[config.mk]
export PLATFORM = sky130hd
export DESIGN_NAME = fwp_core
export DESIGN_NICKNAME = d
export VERILOG_FILES = /design/src/hw/fwp_pkg.sv /design/src/hw/fwp_core.sv
export SDC_FILE = /design/constraint.sdc
export NUM_CORES = 1
export LEC_CHECK = 0
export BUFFER_PORTS_ARGS = -buffer_cell sky130_fd_sc_hd__buf_2
export CAP_MARGIN = 20
export CORE_ASPECT_RATIO = 1.2
export CORE_MARGIN = 5
export CORE_UTILIZATION = 44
export CTS_CLUSTER_DIAMETER = 80
export DETAILED_ROUTE_END_ITERATION = 10
export GPL_TIMING_DRIVEN = 0
export HOLD_SLACK_MARGIN = 0.1
export PLACE_DENSITY_LB_ADDON = 0.1
export SLEW_MARGIN = 20
export SYNTH_ARGS = -nofsm -noshare
export SYNTH_HDL_FRONTEND = slang
export SYNTH_SLANG_ARGS = --single-unit
[constraint.sdc]
create_clock -name clk_i -period 3.1 [get_ports clk_i]
set_clock_uncertainty 0.1 [all_clocks]
set_input_delay 0.62 -clock clk_i [delete_from_list [all_inputs] [get_ports clk_i]]
set_output_delay 0.62 -clock clk_i [all_outputs]
set_load 0.05 [all_outputs]
[src/hw/fwp_pkg.sv]
// fwp_pkg: constants for the flash write-protect and function register block
// assumes a decoded instruction stream from the serial front end of the device
package fwp_pkg;
   localparam int unsigned BLOCK_COUNT = 128;
   localparam int unsigned BLOCK_IDX_W = 7;
   // status register field positions
   localparam int unsigned SR_BUSY_POS = 0;
   localparam int unsigned SR_UNLOCK_POS = 1;
   localparam int unsigned SR_BP_LSB = 2;
   localparam int unsigned SR_QUAD_POS = 6;
   localparam int unsigned SR_WDIS_POS = 7;
   localparam logic [7:0] SR_RESET = 8'h00;
   // function register field positions
   localparam int unsigned FR_RSTDIS_POS = 0;
   localparam int unsigned FR_BOTTOM_POS = 1;
   localparam int unsigned FR_PROG_SUSP_POS = 2;
   localparam int unsigned FR_ERASE_SUSP_POS = 3;
   localparam int unsigned FR_IRL_LSB = 4;
   localparam logic [7:0] FR_OTP_MASK = 8'hF3;
   localparam logic [7:0] FR_RESET = 8'h00;
   // optional protection map block counts for codes 8..13
   localparam logic [7:0] OPT_CNT_8 = 8'h60;
   localparam logic [7:0] OPT_CNT_9 = 8'h70;
   localparam logic [7:0] OPT_CNT_10 = 8'h78;
   localparam logic [7:0] OPT_CNT_11 = 8'h7C;
   localparam logic [7:0] OPT_CNT_12 = 8'h7E;
   localparam logic [7:0] OPT_CNT_13 = 8'h7F;
   localparam logic [7:0] ALL_CNT = 8'h80;
endpackage

[src/hw/fwp_core.sv]
// fwp_core: status/function register protection logic of the serial flash
// assumes instruction strobes are one-cycle pulses already decoded, synchronous to clk_i
//
// Summary of operation
// - chip erase accepted only when all four protect bits are zero
// - status write disable clear: status writable whatever the protect pin
// - disable set and pin low: protect, quad, disable bits read-only
// - disable set and pin high: status write accepted
// - quad enable 0 gives pins to protect/hold; 1 enables data lanes and frees hold of reset, protect pin still gates status writes
// - standard map, top: code n protects highest 2^(n-1) blocks
// - standard map: protect msb set protects all 128 blocks
// - bottom select places the same counts from block 0 upward
// - optional map: codes 8..13 give 96..127 blocks, 14,15 all
// - function register eight bits: reset disable, bottom, suspends, four locks
// - one-time bits once 1 never return to 0
// - reset disable default strapped; 1 moves reset to shared hold pin while quad enable is 0
// - bottom select defaults top; once bottom it stays bottom
// - program suspended flag set on suspend in program, cleared on resume
// - erase suspended flag set on suspend in erase, cleared on resume
// - info row lock defaults 0; once 1 that row's programming blocked
// - program or erase into a protected block is inhibited
// - status layout disable, quad, four protect, latch, busy; reset zero
// - protect, quad, disable change only by status write after unlock
`timescale 1ns/1ns
module fwp_core
   import fwp_pkg::*;
#(
   parameter logic RSTDIS_DEFAULT = 1'b0,
   parameter logic OPTIONAL_MAP = 1'b0
)
(
   input wire logic clk_i,
   input wire logic rst_n_i,
   input wire logic write_unlock_cmd_i,
   input wire logic write_lock_cmd_i,
   input wire logic write_status_cmd_i,
   input wire logic [7:0] status_data_i,
   input wire logic write_function_cmd_i,
   input wire logic [7:0] function_data_i,
   input wire logic write_protect_pin_i,
   input wire logic whole_array_erase_cmd_i,
   input wire logic array_op_cmd_i,
   input wire logic array_op_is_erase_i,
   input wire logic [BLOCK_IDX_W-1:0] array_op_first_block_i,
   input wire logic [BLOCK_IDX_W-1:0] array_op_last_block_i,
   input wire logic info_row_prog_cmd_i,
   input wire logic [1:0] info_row_sel_i,
   input wire logic op_done_i,
   input wire logic suspend_cmd_i,
   input wire logic resume_cmd_i,
   output logic [7:0] status_reg_o,
   output logic [7:0] function_config_o,
   output logic op_start_o,
   output logic op_rejected_o,
   output logic quad_lane_enable_o,
   output logic reset_on_hold_pin_o,
   output logic [BLOCK_IDX_W:0] protect_count_o,
   output logic protect_bottom_o
);
   typedef enum logic [1:0] {FWP_IDLE, FWP_PROGRAM, FWP_ERASE} fwp_op_t;

   fwp_op_t op_q;
   logic wdis_q, quad_q, unlock_q, busy_q;
   logic [3:0] bp_q;
   logic [7:0] fr_otp_q;
   logic prog_susp_q, erase_susp_q;
   logic wp_sampled;
   logic sr_locked;
   logic [7:0] cnt_d;
   logic [7:0] lo_bound, hi_bound;
   logic range_hit;
   logic erase_ok, array_ok, irow_ok, status_ok, func_ok;
   logic rstdis_strap_q;
   logic strap_taken_q;

   // protected block count from the protect code
   always_comb
   begin
      cnt_d = 8'h00;
      if (bp_q[3] && !OPTIONAL_MAP)
      begin
         cnt_d = ALL_CNT;
      end
      else if (bp_q[3])
      begin
         case (bp_q[2:0])
            3'd0: cnt_d = OPT_CNT_8;
            3'd1: cnt_d = OPT_CNT_9;
            3'd2: cnt_d = OPT_CNT_10;
            3'd3: cnt_d = OPT_CNT_11;
            3'd4: cnt_d = OPT_CNT_12;
            3'd5: cnt_d = OPT_CNT_13;
            default: cnt_d = ALL_CNT;
         endcase
      end
      else if (bp_q != 4'h0)
      begin
         cnt_d = 8'h01 << (bp_q[2:0] - 3'd1);
      end
   end

   // protected window as [lo, hi), widened to 8 bits so 128 fits
   always_comb
   begin
      if (fr_otp_q[FR_BOTTOM_POS])
      begin
         lo_bound = 8'h00;
         hi_bound = cnt_d;
      end
      else
      begin
         lo_bound = ALL_CNT - cnt_d;
         hi_bound = ALL_CNT;
      end
   end

   // any overlap of the requested block span with the protected window
   assign range_hit = (cnt_d != 8'h00)
      && ({1'b0, array_op_last_block_i} >= lo_bound)
      && ({1'b0, array_op_first_block_i} < hi_bound);

   // pin level taken in the cycle the status write arrives
   assign wp_sampled = write_protect_pin_i;
   assign sr_locked = wdis_q && !wp_sampled;
   assign status_ok = write_status_cmd_i && unlock_q && !busy_q && !sr_locked;
   assign func_ok = write_function_cmd_i && unlock_q && !busy_q;
   assign erase_ok = whole_array_erase_cmd_i && unlock_q && !busy_q && (bp_q == 4'h0);
   assign array_ok = array_op_cmd_i && unlock_q && !busy_q && !range_hit;
   assign irow_ok = info_row_prog_cmd_i && unlock_q && !busy_q
      && !fr_otp_q[FR_IRL_LSB + 32'(info_row_sel_i)];

   // status bits: only a permitted status write alters them
   always_ff @(posedge clk_i)
   begin
      if (!rst_n_i)
      begin
         wdis_q <= SR_RESET[SR_WDIS_POS];
         quad_q <= SR_RESET[SR_QUAD_POS];
         bp_q <= SR_RESET[SR_BP_LSB +: 4];
      end
      else if (status_ok)
      begin
         wdis_q <= status_data_i[SR_WDIS_POS];
         quad_q <= status_data_i[SR_QUAD_POS];
         bp_q <= status_data_i[SR_BP_LSB +: 4];
      end
   end

   // write unlock latch and busy flag
   always_ff @(posedge clk_i)
   begin
      if (!rst_n_i)
      begin
         unlock_q <= 1'b0;
         busy_q <= 1'b0;
      end
      else
      begin
         if (status_ok || func_ok || erase_ok || array_ok || irow_ok)
         begin
            busy_q <= 1'b1;
            unlock_q <= 1'b0;
         end
         else if (op_done_i && busy_q)
         begin
            busy_q <= 1'b0;
         end
         else if (write_lock_cmd_i && !busy_q)
         begin
            unlock_q <= 1'b0;
         end
         else if (write_unlock_cmd_i && !busy_q)
         begin
            unlock_q <= 1'b1;
         end
      end
   end

   // strap for the reset disable default is caught after reset release
   always_ff @(posedge clk_i)
   begin
      if (!rst_n_i)
      begin
         strap_taken_q <= 1'b0;
         rstdis_strap_q <= 1'b0;
      end
      else if (!strap_taken_q)
      begin
         strap_taken_q <= 1'b1;
         rstdis_strap_q <= RSTDIS_DEFAULT;
      end
   end

   // one-time bits can only be ored, never cleared by software
   always_ff @(posedge clk_i)
   begin
      if (!rst_n_i)
      begin
         fr_otp_q <= FR_RESET;
      end
      else
      begin
         if (!strap_taken_q)
         begin
            fr_otp_q[FR_RSTDIS_POS] <= fr_otp_q[FR_RSTDIS_POS] | RSTDIS_DEFAULT;
         end
         else if (func_ok)
         begin
            fr_otp_q <= fr_otp_q | (function_data_i & FR_OTP_MASK);
         end
      end
   end

   // operation tracker and suspend flags
   always_ff @(posedge clk_i)
   begin
      if (!rst_n_i)
      begin
         op_q <= FWP_IDLE;
         prog_susp_q <= 1'b0;
         erase_susp_q <= 1'b0;
      end
      else
      begin
         case (op_q)
            FWP_IDLE:
            begin
               if (erase_ok || (array_ok && array_op_is_erase_i))
               begin
                  op_q <= FWP_ERASE;
               end
               else if (array_ok || irow_ok)
               begin
                  op_q <= FWP_PROGRAM;
               end
            end
            FWP_PROGRAM:
            begin
               if (suspend_cmd_i && !prog_susp_q)
               begin
                  prog_susp_q <= 1'b1;
               end
               else if (resume_cmd_i && prog_susp_q)
               begin
                  prog_susp_q <= 1'b0;
               end
               else if (op_done_i && !prog_susp_q)
               begin
                  op_q <= FWP_IDLE;
               end
            end
            default:
            begin
               if (suspend_cmd_i && !erase_susp_q)
               begin
                  erase_susp_q <= 1'b1;
               end
               else if (resume_cmd_i && erase_susp_q)
               begin
                  erase_susp_q <= 1'b0;
               end
               else if (op_done_i && !erase_susp_q)
               begin
                  op_q <= FWP_IDLE;
               end
            end
         endcase
      end
   end

   // registered outputs
   always_ff @(posedge clk_i)
   begin
      if (!rst_n_i)
      begin
         status_reg_o <= SR_RESET;
         function_config_o <= FR_RESET;
         op_start_o <= 1'b0;
         op_rejected_o <= 1'b0;
         quad_lane_enable_o <= 1'b0;
         reset_on_hold_pin_o <= 1'b0;
         protect_count_o <= '0;
         protect_bottom_o <= 1'b0;
      end
      else
      begin
         status_reg_o <= {wdis_q, quad_q, bp_q, unlock_q, busy_q};
         function_config_o <= {fr_otp_q[7:4], erase_susp_q, prog_susp_q, fr_otp_q[1:0]};
         op_start_o <= erase_ok || array_ok || irow_ok;
         op_rejected_o <= (whole_array_erase_cmd_i && !erase_ok)
            || (array_op_cmd_i && !array_ok)
            || (info_row_prog_cmd_i && !irow_ok)
            || (write_status_cmd_i && !status_ok);
         quad_lane_enable_o <= quad_q;
         // shared pin only carries reset while it is not a data lane
         reset_on_hold_pin_o <= fr_otp_q[FR_RSTDIS_POS] && !quad_q;
         protect_count_o <= cnt_d;
         protect_bottom_o <= fr_otp_q[FR_BOTTOM_POS];
      end
   end

   logic unused_ok;
   assign unused_ok = rstdis_strap_q;
endmodule

==> results.json <==
{
  "dp_worst_setup_slack_ps": -389,
  "cts_sinks": 46,
  "hold_violations": 0,
  "die_x_um": 73.5,
  "final_common_cell": "buf_2",
  "diodes": 0,
  "wirelength_um": 5240,
  "postSynthAreaPerCell_um2": 9.69,
  "clk_pin_slew_worst_paths_ps": 80,
  "gp_congestion": 0.827,
  "synthesis.area_mm2": 0.00213,
  "critical_path_class": "reg2reg",
  "hold_buffers": 0,
  "drt_iter0_markers": 65,
  "netSwitchingPower_mw": 0.332,
  "synth_seq_cells": 46,
  "pwr_density_cell_mw_per_mm2": 425,
  "p_leak_nw": 1.38,
  "netSwitchingFraction": 0.272,
  "crit_path_cell_trace": "buf_6 > nor2_4 > nand2_4 > nor2_4 > inv_2 > ha_4 > xnor2_2 > nand2b_1 > ha_4 > a211oi_4 > o21ai_2 > a221oi_4 > nor4_2 > or3_4 > a32o_1",
  "start_kind": "flop",
  "cts-buffers-inserted": 5,
  "tightest_slew_ps": 716,
  "intPower_mw": 0.886,
  "die_area_mm2": 0.00634,
  "r2r_start": "bp_q[3]$_SDFFE_PN0P_",
  "io_pins": 75,
  "vias": 1901,
  "setup_slack_ps": 60.7,
  "slowest_delay_ps": 360,
  "ir_worst_vdd_mv": 0.283,
  "rows": 27,
  "numPortBuffers": 70,
  "sequentialPowerShare": 0.509,
  "pwr-share-comb": 0.180,
  "nFillCells": 419,
  "cts_tree": "done",
  "drv_cap": 0,
  "wl_per_cell_um": 14.2,
  "dp_hpwl_um": 3850,
  "start_util": 0.457,
  "clkPwrFrac": 0.311,
  "cp.required_ps": 3190,
  "totalPowerFinal_mw": 1.22,
  "ys.flop_type": "dfxtp_1",
  "die_h_um": 86.3,
  "worstPathMaxFanout": 5,
  "synthCells": 220,
  "grt_overflow": 0,
  "cp_top_family": "compound AO/OA/AOI/OAI gates",
  "critical_path.endpoint_type": "flop",
  "hold_class": "reg2reg",
  "drc_errors": 0,
  "period_share": 0.980,
  "synth_area_leaders": "dfxtp_1 (43%), ha_1 (8.2%), and2_1 (4.4%), nor2_1 (4.0%), mux2i_1 (3.3%)",
  "synth_edf_count": 0,
  "syn_nets": 280,
  "area_growth_syn_to_layout_pct": 34.3,
  "drt.antenna.violating_nets": 0,
  "critPathSlowestCell": "a221oi_4",
  "yosys.area.top_type": "dfxtp_1",
  "status": "finished clean",
  "final_cell_mix": "buf_2 (71), dfxtp_1 (44), nor2_1 (19)",
  "grt_pass1_vias": 1866,
  "first_pass_iters": 4,
  "design_area_mm2": 0.00286,
  "ys_types": 54,
  "worstPathArrival_ps": 3130,
  "place_inst": 348,
  "ys_seq_area_frac": 0.432,
  "cts_max_path_buffers": 2,
  "ys_warn_count": 0,
  "grt_first_pass_wirelength_um": 8510,
  "clock_latency_ps": 300,
  "final_cells": 368,
  "min_period_ps": 3040,
  "vias_per_cell": 5.17,
  "fin_tns_setup_ps": 0,
  "synthArstFlopShare": 0,
  "rsz0062_at_grt": "yes",
  "layout.nets": 369,
  "cp_num_buf_inv": 2,
  "hold_start": "quad_q$_SDFFE_PN0P_",
  "report.final.slew_viol_count": 0,
  "grt_max_degree": 15,
  "relSlewSlack": 0.517,
  "track_usage": 0.169,
  "synth_top_area_share": 0.432,
  "antenna_found_initial": 0,
  "cts_htree_levels": 2,
  "hold_ws_ps": 333,
  "dpl-instance-area_mm2": 0.00255,
  "drive_above_1_share": 0.394,
  "timing.fmax_ghz": 0.329,
  "fin_util": 0.614,
  "setup.worst_path.start": "bp_q[3]$_SDFFE_PN0P_",
  "finalSetupViolations": 0,
  "root_buffer": "clkbuf_8",
  "core_area_mm2": 0.00466
}
layer usage:
metal / global-route usage / vias to the layer above / wire length [µm]
li1: - / 951 / -
met1: 0.212 / 881 / 2190
met2: 0.281 / 61 / 2610
met3: 0.0476 / 8 / 373
met4: 0.0511 / 0 / 72
met5: 0 / - / 0
synthesized netlist by cell type (all sizes together), types with 2 or more instances:
master  instances
a211oi          2
a21o            7
a21oi           5
a311oi          2
a31oi           2
and2           15
and3            3
buf             6
clkbuf          7
dfxtp          46
ha             14
inv             7
mux2i           7
nand2          12
nand2b          6
nand3           5
nand4           3
nor2           23
nor2b           8
nor3            7
nor4            2
nor4b           2
o21ai           6
or3             2
power groups by stage:
stage          registers (mW)  clock network (mW)  logic (mW)
6_report                0.619               0.379       0.219
5_1_grt                 0.621               0.415       0.242
4_1_cts                 0.618               0.391       0.203
3_5_place_dp            0.632                   0       0.189
3_3_place_gp            0.632                   0       0.187
2_1_floorplan           0.654                   0       0.106
area by class of cell:
class                      instances  area (µm²)  share of cell area
sequential                        46         923               0.322
tap                               58        72.6              0.0253
timing repair buffer              82         438               0.153
multi-input combinational        153        1220               0.426
clock inverter                     2        12.5             0.00437
buffer                            13        83.8              0.0293
clock buffer                       6        82.6              0.0288
inverter                           8        30.0              0.0105
state kept, by name, summed over array words and instances, names as in the netlist, 2 cells and up:
register / cells
status_reg_o: 8
fr_otp_q: 6
function_config_o: 8
protect_count_o: 8
bp_q: 4
op_q: 2
cells by family (layout without fill, tap and decap cells):
family          Yosys count  count (layout)  share of synthesized area
compound gates           39              39                      0.157
buf+inv                  21             111                     0.0464
fa+ha+maj                14              14                     0.0822
simple gates             91              91                      0.235
flops                    46              46                      0.432
mux                       8               8                     0.0434
xor+xnor                  1               1                    0.00411
final timing paths:
kind                                    endpoint  slack, ps  depth (start not counted)
setup / recovery            op_q[0]$_SDFFE_PN0P_         60                         15
hold / removal    reset_on_hold_pin_o$_SDFF_PN0_        330                          1
setup reg to reg            op_q[0]$_SDFFE_PN0P_         60                         15
hold reg to reg   reset_on_hold_pin_o$_SDFF_PN0_        330                          1
what timing repair did:
item                       CTS  global route
setup buffers                4             7
pin swaps                    7             4
gates resized for setup     15            14
setup endpoints to repair    6             6
gates cloned                 0             1
No activity file was read; power rests on OpenSTA's default activity.
